### config.mk
export PLATFORM = sky130hd
export DESIGN_NAME = dtc_display_timing_control
export DESIGN_NICKNAME = d
export VERILOG_FILES = /design/src/dtc_pkg.sv /design/src/dtc_display_timing_control.sv
export SDC_FILE = /design/constraint.sdc
export NUM_CORES = 1
export LEC_CHECK = 0
export ABC_AREA = 1
export BUFFER_PORTS_ARGS = -buffer_cell sky130_fd_sc_hd__buf_2
export CAP_MARGIN = 10
export CORE_UTILIZATION = 47
export DETAILED_ROUTE_END_ITERATION = 12
export MAX_ROUTING_LAYER = met4
export PLACE_DENSITY = 0.65
export SYNTH_ARGS = -nofsm -noshare
export SYNTH_HDL_FRONTEND = slang
export SYNTH_SLANG_ARGS = --single-unit
### constraint.sdc
create_clock -name clk_sys_in -period 4.4 [get_ports clk_sys_in]
set_clock_uncertainty 0.15 [all_clocks]
set_input_delay 1.32 -clock clk_sys_in [delete_from_list [all_inputs] [get_ports clk_sys_in]]
set_output_delay 1.32 -clock clk_sys_in [all_outputs]
set_load 0.02 [all_outputs]
### src/dtc_pkg.sv
/*
  Shared constants of the display timing core: register indices, field positions, reset values and the timing state.
  Assumes a word-wide plain register port; offsets below are word indices, byte address is four times the index.
*/
package dtc_pkg;
  // Register word indices
  localparam logic [3:0] DTC_IDX_MODE = 4'h0;
  localparam logic [3:0] DTC_IDX_CLK = 4'h1;
  localparam logic [3:0] DTC_IDX_BG = 4'h2;
  localparam logic [3:0] DTC_IDX_RES = 4'h3;
  localparam logic [3:0] DTC_IDX_FP = 4'h4;
  localparam logic [3:0] DTC_IDX_BLANK = 4'h5;
  localparam logic [3:0] DTC_IDX_BP = 4'h6;
  // Mode register bit positions
  localparam int DTC_B_MODULE_ON = 31;
  localparam int DTC_B_POINTER_ON = 30;
  localparam int DTC_B_VSYNC_INV = 28;
  localparam int DTC_B_HSYNC_INV = 27;
  localparam int DTC_B_DE_INV = 26;
  localparam int DTC_B_DIFFUSION = 24;
  localparam int DTC_B_VSYNC_SINGLE = 23;
  localparam int DTC_B_PCLK_INV = 22;
  localparam int DTC_B_GAMMA = 20;
  localparam int DTC_B_BLANK = 19;
  localparam int DTC_B_YUV = 9;
  localparam int DTC_B_FMT_UNDIV = 8;
  localparam int DTC_SEQ_LSB = 5;
  // Writable masks; unimplemented bits read zero
  localparam logic [31:0] DTC_MASK_MODE = 32'hDDD803E0;
  localparam logic [31:0] DTC_MASK_CLK = 32'h00003F3F;
  localparam logic [31:0] DTC_MASK_BG = 32'hFFFFFFFF;
  localparam logic [31:0] DTC_MASK_XY = 32'h07FF07FF;
  localparam logic [31:0] DTC_RESET_WORD = 32'h00000000;
  // Field positions of the clock register
  localparam int DTC_PREFETCH_LSB = 8;
  localparam logic [5:0] DTC_PREFETCH_MAX = 6'h20;
  localparam logic [5:0] DTC_DIV_MAX = 6'h1F;
  // Output sequencing codes
  localparam logic [2:0] DTC_SEQ_PARALLEL = 3'h0;
  localparam logic [2:0] DTC_SEQ_YUYV = 3'h6;
  localparam logic [2:0] DTC_SEQ_BT656 = 3'h7;
  // Field position of X halves
  localparam int DTC_X_LSB = 16;
  localparam logic [31:0] DTC_BG_ALL_SET = 32'hFFFFFFFF;
  // Phase of a line or a frame
  typedef enum logic [1:0] {DTC_ACTIVE, DTC_FRONT, DTC_SYNC, DTC_BACK} dtc_phase_t;
endpackage

### src/dtc_display_timing_control.sv
/*
  Display timing core: register file, pixel clock divider and the line/frame sequencer.
  Assumes the PLL clock is clk_sys_in and register accesses follow the one-cycle strobe protocol.
*/
// The register offsets and the plain strobed port were left to the implementer.
`timescale 1ns/100ps
module dtc_display_timing_control
  import dtc_pkg::*;
(
  // Clock and reset
  input wire logic clk_sys_in,
  input wire logic rst_in,
  // Register port
  input wire logic [3:0] reg_addr_in,
  input wire logic [31:0] reg_wdata_in,
  input wire logic reg_write_in,
  input wire logic reg_read_in,
  output logic [31:0] reg_rdata_out,
  // Panel pins and background colour
  output logic pixel_clock_out,
  output logic horiz_sync_out,
  output logic vert_sync_out,
  output logic data_enable_out,
  output logic [31:0] background_rgba_out,
  output logic background_rgba_use_out,
  // Settings for the pixel pipeline
  output logic pointer_overlay_on_out,
  output logic error_diffusion_on_out,
  output logic gamma_ramp_on_out,
  output logic output_blank_force_out,
  output logic luma_chroma_output_sel_out,
  output logic format_clock_undivided_out,
  output logic [2:0] output_sequence_sel_out,
  output logic sequence_reserved_out,
  output logic [5:0] prefetch_line_count_out,
  output logic prefetch_start_out
);

  logic [31:0] mode_q, clk_q, bg_q, res_q, fp_q, blank_q, bp_q;
  logic [31:0] rdata_d, rdata_q;

  // Extract one 11-bit half of an X/Y register
  function automatic logic [10:0] dtc_half(input logic [31:0] w, input logic hi);
    dtc_half = hi ? w[DTC_X_LSB +: 11] : w[10:0];
  endfunction

  // Write decode
  wire wr_mode = reg_write_in && (reg_addr_in == DTC_IDX_MODE);
  wire wr_clk = reg_write_in && (reg_addr_in == DTC_IDX_CLK);
  wire wr_bg = reg_write_in && (reg_addr_in == DTC_IDX_BG);
  wire wr_res = reg_write_in && (reg_addr_in == DTC_IDX_RES);
  wire wr_fp = reg_write_in && (reg_addr_in == DTC_IDX_FP);
  wire wr_blank = reg_write_in && (reg_addr_in == DTC_IDX_BLANK);
  wire wr_bp = reg_write_in && (reg_addr_in == DTC_IDX_BP);

  // Register storage; masks drop writes to unimplemented bits
  always_ff @(posedge clk_sys_in) begin
    if (rst_in) begin
      mode_q <= DTC_RESET_WORD;
      clk_q <= DTC_RESET_WORD;
      bg_q <= DTC_RESET_WORD;
      res_q <= DTC_RESET_WORD;
      fp_q <= DTC_RESET_WORD;
      blank_q <= DTC_RESET_WORD;
      bp_q <= DTC_RESET_WORD;
    end else begin
      if (wr_mode) mode_q <= reg_wdata_in & DTC_MASK_MODE;
      if (wr_clk) clk_q <= reg_wdata_in & DTC_MASK_CLK;
      if (wr_bg) bg_q <= reg_wdata_in & DTC_MASK_BG;
      if (wr_res) res_q <= reg_wdata_in & DTC_MASK_XY;
      if (wr_fp) fp_q <= reg_wdata_in & DTC_MASK_XY;
      if (wr_blank) blank_q <= reg_wdata_in & DTC_MASK_XY;
      if (wr_bp) bp_q <= reg_wdata_in & DTC_MASK_XY;
    end
  end

  // Read mux; unmapped indices read zero
  always_comb begin
    rdata_d = 32'h00000000;
    if (reg_read_in) begin
      case (reg_addr_in)
        DTC_IDX_MODE: rdata_d = mode_q;
        DTC_IDX_CLK: rdata_d = clk_q;
        DTC_IDX_BG: rdata_d = bg_q;
        DTC_IDX_RES: rdata_d = res_q;
        DTC_IDX_FP: rdata_d = fp_q;
        DTC_IDX_BLANK: rdata_d = blank_q;
        DTC_IDX_BP: rdata_d = bp_q;
        default: rdata_d = 32'h00000000;
      endcase
    end
  end

  always_ff @(posedge clk_sys_in) begin
    if (rst_in) rdata_q <= 32'h00000000;
    else rdata_q <= rdata_d;
  end
  assign reg_rdata_out = rdata_q;

  // Mode decode
  wire module_on = mode_q[DTC_B_MODULE_ON];
  wire [5:0] pixel_clock_divisor = clk_q[5:0];
  wire [5:0] prefetch_raw = clk_q[DTC_PREFETCH_LSB +: 6];
  wire [5:0] prefetch_line_count = (prefetch_raw > DTC_PREFETCH_MAX) ? DTC_PREFETCH_MAX : prefetch_raw;
  // Reserved and zero divisors are clamped so the divider never stalls
  wire [5:0] div_eff = (pixel_clock_divisor > DTC_DIV_MAX) ? DTC_DIV_MAX :
                       (pixel_clock_divisor == 6'h00) ? 6'h01 : pixel_clock_divisor;
  // High phase: half rounded up, so odd divisors stay high one clock longer than low
  wire [5:0] div_high = (div_eff + 6'h01) >> 1;
  wire [2:0] seq = mode_q[DTC_SEQ_LSB +: 3];
  wire seq_reserved = (seq != DTC_SEQ_PARALLEL) && (seq != DTC_SEQ_YUYV) && (seq != DTC_SEQ_BT656);

  // Pixel clock divider from the PLL clock
  logic [5:0] div_cnt_q;
  logic pclk_q;
  wire div_wrap = (div_cnt_q >= div_eff - 6'h01);
  wire pix_tick = module_on && div_wrap;
  always_ff @(posedge clk_sys_in) begin
    if (rst_in || !module_on) begin
      div_cnt_q <= 6'h00;
      pclk_q <= 1'b0;
    end else begin
      div_cnt_q <= div_wrap ? 6'h00 : div_cnt_q + 6'h01;
      pclk_q <= (div_wrap ? 6'h00 : div_cnt_q + 6'h01) < div_high;
    end
  end

  // Horizontal and vertical sequencers: horizontal steps once per pixel tick, vertical once per line end
  dtc_phase_t hph_q, vph_q;
  logic [10:0] hcnt_q, vcnt_q;
  logic [10:0] hlen, vlen;
  always_comb begin
    case (hph_q)
      DTC_ACTIVE: hlen = dtc_half(res_q, 1'b1);
      DTC_FRONT: hlen = dtc_half(fp_q, 1'b1);
      DTC_SYNC: hlen = dtc_half(blank_q, 1'b1);
      DTC_BACK: hlen = dtc_half(bp_q, 1'b1);
      default: hlen = 11'h000;
    endcase
    case (vph_q)
      DTC_ACTIVE: vlen = dtc_half(res_q, 1'b0);
      DTC_FRONT: vlen = dtc_half(fp_q, 1'b0);
      DTC_SYNC: vlen = dtc_half(blank_q, 1'b0);
      DTC_BACK: vlen = dtc_half(bp_q, 1'b0);
      default: vlen = 11'h000;
    endcase
  end
  // A zero-length phase is left at once rather than wrapping 2048 ticks
  wire h_done = (hlen == 11'h000) || (hcnt_q >= hlen - 11'h001);
  wire v_done = (vlen == 11'h000) || (vcnt_q >= vlen - 11'h001);
  wire line_end = pix_tick && h_done && (hph_q == DTC_BACK);
  wire frame_end = line_end && v_done && (vph_q == DTC_BACK);

  always_ff @(posedge clk_sys_in) begin
    if (rst_in || !module_on) begin
      hph_q <= DTC_ACTIVE;
      vph_q <= DTC_ACTIVE;
      hcnt_q <= 11'h000;
      vcnt_q <= 11'h000;
    end else if (pix_tick) begin
      if (h_done) begin
        hcnt_q <= 11'h000;
        case (hph_q)
          DTC_ACTIVE: hph_q <= DTC_FRONT;
          DTC_FRONT: hph_q <= DTC_SYNC;
          DTC_SYNC: hph_q <= DTC_BACK;
          DTC_BACK: hph_q <= DTC_ACTIVE;
          default: hph_q <= DTC_ACTIVE;
        endcase
      end else begin
        hcnt_q <= hcnt_q + 11'h001;
      end
      if (line_end) begin
        if (v_done) begin
          vcnt_q <= 11'h000;
          case (vph_q)
            DTC_ACTIVE: vph_q <= DTC_FRONT;
            DTC_FRONT: vph_q <= DTC_SYNC;
            DTC_SYNC: vph_q <= DTC_BACK;
            DTC_BACK: vph_q <= DTC_ACTIVE;
            default: vph_q <= DTC_ACTIVE;
          endcase
        end else begin
          vcnt_q <= vcnt_q + 11'h001;
        end
      end
    end
  end

  // Internal active-high senses
  wire hs_int = module_on && (hph_q == DTC_SYNC);
  // Single-cycle mode: one pixel at line start while in vertical sync
  wire vs_line = module_on && (vph_q == DTC_SYNC);
  wire vs_int = mode_q[DTC_B_VSYNC_SINGLE] ?
                (vs_line && (hph_q == DTC_ACTIVE) && (hcnt_q == 11'h000)) : vs_line;
  wire de_int = module_on && (hph_q == DTC_ACTIVE) && (vph_q == DTC_ACTIVE)
                && !mode_q[DTC_B_BLANK];

  // Pin stage; polarity applied only here
  always_ff @(posedge clk_sys_in) begin
    if (rst_in) begin
      pixel_clock_out <= 1'b0;
      horiz_sync_out <= 1'b0;
      vert_sync_out <= 1'b0;
      data_enable_out <= 1'b0;
      prefetch_start_out <= 1'b0;
    end else begin
      pixel_clock_out <= pclk_q ^ mode_q[DTC_B_PCLK_INV];
      horiz_sync_out <= hs_int ^ mode_q[DTC_B_HSYNC_INV];
      vert_sync_out <= vs_int ^ mode_q[DTC_B_VSYNC_INV];
      data_enable_out <= de_int ^ mode_q[DTC_B_DE_INV];
      prefetch_start_out <= frame_end;
    end
  end

  // Settings handed to the pixel pipeline, registered
  always_ff @(posedge clk_sys_in) begin
    if (rst_in) begin
      background_rgba_out <= 32'h00000000;
      background_rgba_use_out <= 1'b0;
      pointer_overlay_on_out <= 1'b0;
      error_diffusion_on_out <= 1'b0;
      gamma_ramp_on_out <= 1'b0;
      output_blank_force_out <= 1'b0;
      luma_chroma_output_sel_out <= 1'b0;
      format_clock_undivided_out <= 1'b0;
      output_sequence_sel_out <= DTC_SEQ_PARALLEL;
      sequence_reserved_out <= 1'b0;
      prefetch_line_count_out <= 6'h00;
    end else begin
      background_rgba_out <= bg_q;
      background_rgba_use_out <= (bg_q == DTC_BG_ALL_SET);
      pointer_overlay_on_out <= module_on && mode_q[DTC_B_POINTER_ON];
      error_diffusion_on_out <= mode_q[DTC_B_DIFFUSION];
      gamma_ramp_on_out <= mode_q[DTC_B_GAMMA];
      output_blank_force_out <= mode_q[DTC_B_BLANK];
      luma_chroma_output_sel_out <= mode_q[DTC_B_YUV];
      format_clock_undivided_out <= mode_q[DTC_B_FMT_UNDIV];
      output_sequence_sel_out <= seq;
      sequence_reserved_out <= seq_reserved;
      prefetch_line_count_out <= prefetch_line_count;
    end
  end

endmodule // dtc_display_timing_control

==> results_tabular.tex <==
\begin{tabular}{lr}
\hline
Metric & Value \\
\hline
\multicolumn{2}{l}{\textbf{Min path}} \\
Hold EP & pointer\_overlay\_on\_out \\
Hold Path Stages & 2 \\
Worst min-delay path category & flip-flop to flip-flop \\
Source of the worst hold timing path & mode\_q[30] \\
\multicolumn{2}{l}{\textbf{Global route}} \\
Routing usage on met2 & 47.0\% \\
Met1 GRT Util & 34.3\% \\
Pin count of the biggest net entering global routing & 70 \\
Number of global-route vias before repair & 10.4k \\
GR met3 Demand/Resource & 2.96\% \\
Routing layer with the top usage in global route & met2 \\
Global-route wire length before repair & 55,800 um \\
Aggregate global routing overflow & 0 \\
Global Route Usage Sum & 27.8\% \\
Antenna violations before repair & 0 \\
\multicolumn{2}{l}{\textbf{Timing}} \\
Number of setup violations in the final report & 0 \\
Clock period minus worst slack & 3.98 ns \\
Maximum clock frequency & 251 MHz \\
Relative max-transition margin & 35.4\% \\
Slew at the pin closest to its max-slew limit & 0.969 ns \\
Count of endpoints failing hold in the final timing report & 0 \\
Setup repair after global routing missed its margin & false \\
Crit share post-route & 90.6\% \\
Number of max-slew violations in the final report & 0 \\
Setup\_tns & 0 ns \\
\multicolumn{2}{l}{\textbf{Synthesis}} \\
Synth top area cells & sky130\_fd\_sc\_hd\_\_dfxtp\_1 (44\%), sky130\_fd\_sc\_hd\_\_a21oi\_1 (8.0\%), sky130\_fd\_sc\_hd\_\_nand2\_1 (6.6\%), sky130\_fd\_sc\_hd\_\_o21ai\_0 (6.5\%), sky130\_fd\_sc\_hd\_\_inv\_1 (6.1\%) \\
Net count of the mapped netlist & 1,668 \\
Gate count of the mapped netlist & 1,577 \\
Average cell area after synthesis & 7.62 sq um \\
Yosys Warn Count & 0 \\
Post-synth top area cell & sky130\_fd\_sc\_hd\_\_dfxtp\_1 \\
Number of unique standard cell types used by synthesis & 43 \\
Fraction of the yosys area taken by sequential cells & 44.3\% \\
Top FF cell, synth & sky130\_fd\_sc\_hd\_\_dfxtp\_1 \\
Flip-flop and latch count after synthesis & 266 \\
Share of synthesized registers carrying an async set or reset & 0\% \\
Combined area of all synthesized cells & 12,000 sq um \\
Top-area cell type share of the netlist area & 44.3\% \\
Post-synth EDFFs & 0 \\
\multicolumn{2}{l}{\textbf{Clock network}} \\
Worst-path clk slew & 0.06 ns \\
TritonCTS clock tree & yes \\
Root buffer cell & sky130\_fd\_sc\_hd\_\_clkbuf\_16 \\
Buffer levels on the longest clock path & 3 \\
Deepest level of the CTS H-tree & 1 \\
Sink count of the clock tree & 266 \\
Hold\_buf cts & 0 \\
Insertion delay to the later sink of the worst-skew pair & 0.56 ns \\
CTS Buf Count & 30 \\
\multicolumn{2}{l}{\textbf{Setup path}} \\
Setup CP Type & flip-flop to flip-flop \\
Cell repeated most along the worst path & sky130\_fd\_sc\_hd\_\_nor2\_1 \\
Kind of cell with the highest combined delay on the critical path & simple AND/OR/NAND/NOR gates \\
Destination of the worst register-to-register timing path & vph\_q[0] \\
Setup slack, reg-to-reg & 0.42 ns \\
Element type at the critical path start & flip-flop \\
Sum of buffers and inverters on the critical path & 4 \\
Crit. End Element & flip-flop \\
Source of the worst register-to-register timing path & vph\_q[0] \\
Endpoint arrival time on the critical path & 4.28 ns \\
Critical-path maximum fanout & 16 \\
Required time at the endpoint of the critical path & 4.69 ns \\
Max incr delay on CP & 0.38 ns \\
Critical Path, Cell by Cell & inv\_1 > ha\_1 > inv\_4 > o21ai\_0 > o22ai\_1 > ha\_1 > inv\_1 > nor2\_1 > nand2\_1 > nor2\_1 > xnor2\_1 > ha\_1 > a21oi\_1 > o21a\_1 > nand3\_1 > nor2\_1 > nand2\_2 > inv\_2 > nor2\_4 > nor2\_1 > nor2\_1 \\
Slowest cell on the critical path & sky130\_fd\_sc\_hd\_\_dfxtp\_1 \\
Reg2reg path depth & 21 \\
\multicolumn{2}{l}{\textbf{Routing}} \\
Number of vias in the routed layout & 11.0k \\
ANT nets after route & 0 \\
Detailed router's first-iteration violation count & 803 \\
First-pass detailed-route iteration total & 5 \\
Wire length per cell after detailed routing & 17.5 um \\
Routed vias/inst & 5.41 \\
Detailed-route DRC error count & 0 \\
Detailed-route wire length & 35,700 um \\
\multicolumn{2}{l}{\textbf{Die}} \\
Horizontal die dimension & 162 um \\
Overall die area & 26,200 sq um \\
Core Area & 25,100 sq um \\
Rows & 58 \\
Num ports & 126 \\
Vertical extent of the die & 162 um \\
Starting utilization of the core area & 47.9\% \\
\multicolumn{2}{l}{\textbf{Final layout}} \\
Fillers & 2,420 \\
Non-filler cells in the finished layout & 2,035 \\
Share of post-route cells with drive strength above 1 & 15.2\% \\
Final core utilization & 55.4\% \\
ANT cells & 0 \\
Final net count & 1,773 \\
Summed area of non-filler cells in the final layout & 13,900 sq um \\
Synth-to-Final Area Change & 15.8\% \\
\multicolumn{2}{l}{\textbf{Power and ir drop}} \\
Leakage power figure & 5.62 nW \\
Pwr dens & 383 nW/um\^{}2 \\
Worst-case vdd ir drop & 0.000338 V \\
\multicolumn{2}{l}{\textbf{Place}} \\
DPL Wire Length & 25,300 um \\
Placed standard-cell area & 12,900 sq um \\
Cell total after placement & 1,980 \\
Number of port buffers & 125 \\
Placer's final routability congestion estimate & 0.940 \\
\multicolumn{2}{l}{\textbf{Status}} \\
Run status & finished clean \\
\multicolumn{2}{l}{\textbf{Job}} \\
Max-capacitance violation count & 0 \\
\hline
\end{tabular}
==> cell type report <==
class                           instances  area [sq um]  area share, %
Clock buffer                           41           863           6.20
Clock inverter                         14           135          0.971
Inverter                              199           754           5.42
Multi-Input combinational cell       1030          5560           40.0
Sequential cell                       266          5330           38.3
Tap cell                              330           413           2.97
Timing Repair Buffer                  155           863           6.20
==> synth_stat cells (19+ instances only) <==
cell type	n
sky130_fd_sc_hd__dfxtp_1	266
sky130_fd_sc_hd__nand2_1	211
sky130_fd_sc_hd__inv_1	194
sky130_fd_sc_hd__a21oi_1	193
sky130_fd_sc_hd__o21ai_0	157
sky130_fd_sc_hd__nor2_1	134
sky130_fd_sc_hd__clkbuf_1	62
sky130_fd_sc_hd__o22ai_1	59
sky130_fd_sc_hd__nand3_1	52
sky130_fd_sc_hd__ha_1	51
sky130_fd_sc_hd__nor3_1	36
sky130_fd_sc_hd__xor2_1	26
sky130_fd_sc_hd__nand4_1	23
sky130_fd_sc_hd__nand2_2	19
==> through the flow <==
step | setup slack [ns] | hold WS [ns] | power, W
finish | 0.416 | 0.299 | 0.00533
global route | 0.0755 | 0.338 | 0.00552
CTS | 0.382 | 0.303 | 0.00537
detailed placement | 0.399 | 0.296 | 0.00287
global placement | 0.476 | 0.292 | 0.00286
floorplan | 0.912 | 0.279 | 0.00274
==> kinds of logic (layout without fill, tap and decap cells) <==
logic type | count (synthesis) | in the layout | share of synthesized area (%)
simple gates | 497 | 497 | 18.0
compound gates | 444 | 444 | 20.1
buf+inv | 281 | 409 | 9.54
flops | 266 | 266 | 44.3
fa+ha+maj | 51 | 51 | 5.31
xor+xnor | 37 | 37 | 2.70
other cells | 1 | 1 | 0.0312
==> worst reg2reg max path, cell delays in order, from the launching register on <==
cell and delay (ns):
sky130_fd_sc_hd__dfxtp_1 0.38, sky130_fd_sc_hd__inv_1 0.10, sky130_fd_sc_hd__ha_1 0.36, sky130_fd_sc_hd__inv_4 0.22, sky130_fd_sc_hd__o21ai_0 0.12, sky130_fd_sc_hd__o22ai_1 0.35
sky130_fd_sc_hd__ha_1 0.27, sky130_fd_sc_hd__inv_1 0.07, sky130_fd_sc_hd__nor2_1 0.19, sky130_fd_sc_hd__nand2_1 0.11, sky130_fd_sc_hd__nor2_1 0.12, sky130_fd_sc_hd__xnor2_1 0.13
sky130_fd_sc_hd__ha_1 0.27, sky130_fd_sc_hd__a21oi_1 0.16, sky130_fd_sc_hd__o21a_1 0.13, sky130_fd_sc_hd__nand3_1 0.07, sky130_fd_sc_hd__nor2_1 0.14, sky130_fd_sc_hd__nand2_2 0.20
sky130_fd_sc_hd__inv_2 0.15, sky130_fd_sc_hd__nor2_4 0.05, sky130_fd_sc_hd__nor2_1 0.10, sky130_fd_sc_hd__nor2_1 0.05
==> metal layers <==
layer,part of all wire [%],routed length (um)
met1,43,15400
met2,48,17300
met3,5.0,1780
met4,3.6,1270
met5,0,0
==> power by group <==
group          internal [W]  total [W]  switching, W  leakage [nW]
registers           0.00244    0.00246     0.0000189          2.15
logic              0.000109   0.000357      0.000248          2.98
clock network       0.00149    0.00251       0.00102         0.489
==> repair_timing <==
item	CTS	global route
endpoints found under the setup margin	0	7
gates resized for setup	0	3
buffers inserted	0	0
==> sequential cells by signal, summed over array words and instances (netlist names), 3 cells and up <==
name and cells:
fp_q 22, bg_q 32, mode_q 15, reg_rdata_out 32, hcnt_q 11, clk_q 12
prefetch_line_count_out 6, output_sequence_sel_out 3, blank_q 22, res_q 22, background_rgba_out 32, vcnt_q 11
div_cnt_q 6, bp_q 22
==> cell usage in the layout (no fill, tap or decap), drive strengths merged, types with 2 or more instances in the layout <==
master,count
clkbuf,41
nor2,140
xor2,26
nand3b,3
a21oi,204
and2,2
dfxtp,266
o22ai,60
nand2,231
a221oi,8
nor3,36
inv,199
nor4,7
ha,51
a31oi,2
o21a,4
nand4,23
clkinv,9
bufinv,2
xnor2,11
nand3,54
buf,155
clkinvlp,3
o21ai,164
==> how the worst max path moves through the flow <==
| stage | from | end | slack [ns] | cells past startpoint |
|---|---|---|---|---|
| floorplan | hph_q[0] | vcnt_q[0] | 0.91 | 24 |
| global placement | hph_q[0] | vcnt_q[2] | 0.48 | 23 |
| detailed placement | hph_q[0] | vcnt_q[2] | 0.40 | 23 |
| CTS | hph_q[0] | vcnt_q[2] | 0.38 | 23 |
| global route | vph_q[0] | vph_q[0] | 0.08 | 21 |
| finish | vph_q[0] | vph_q[0] | 0.42 | 21 |
No activity file was read; power rests on OpenSTA's default activity.
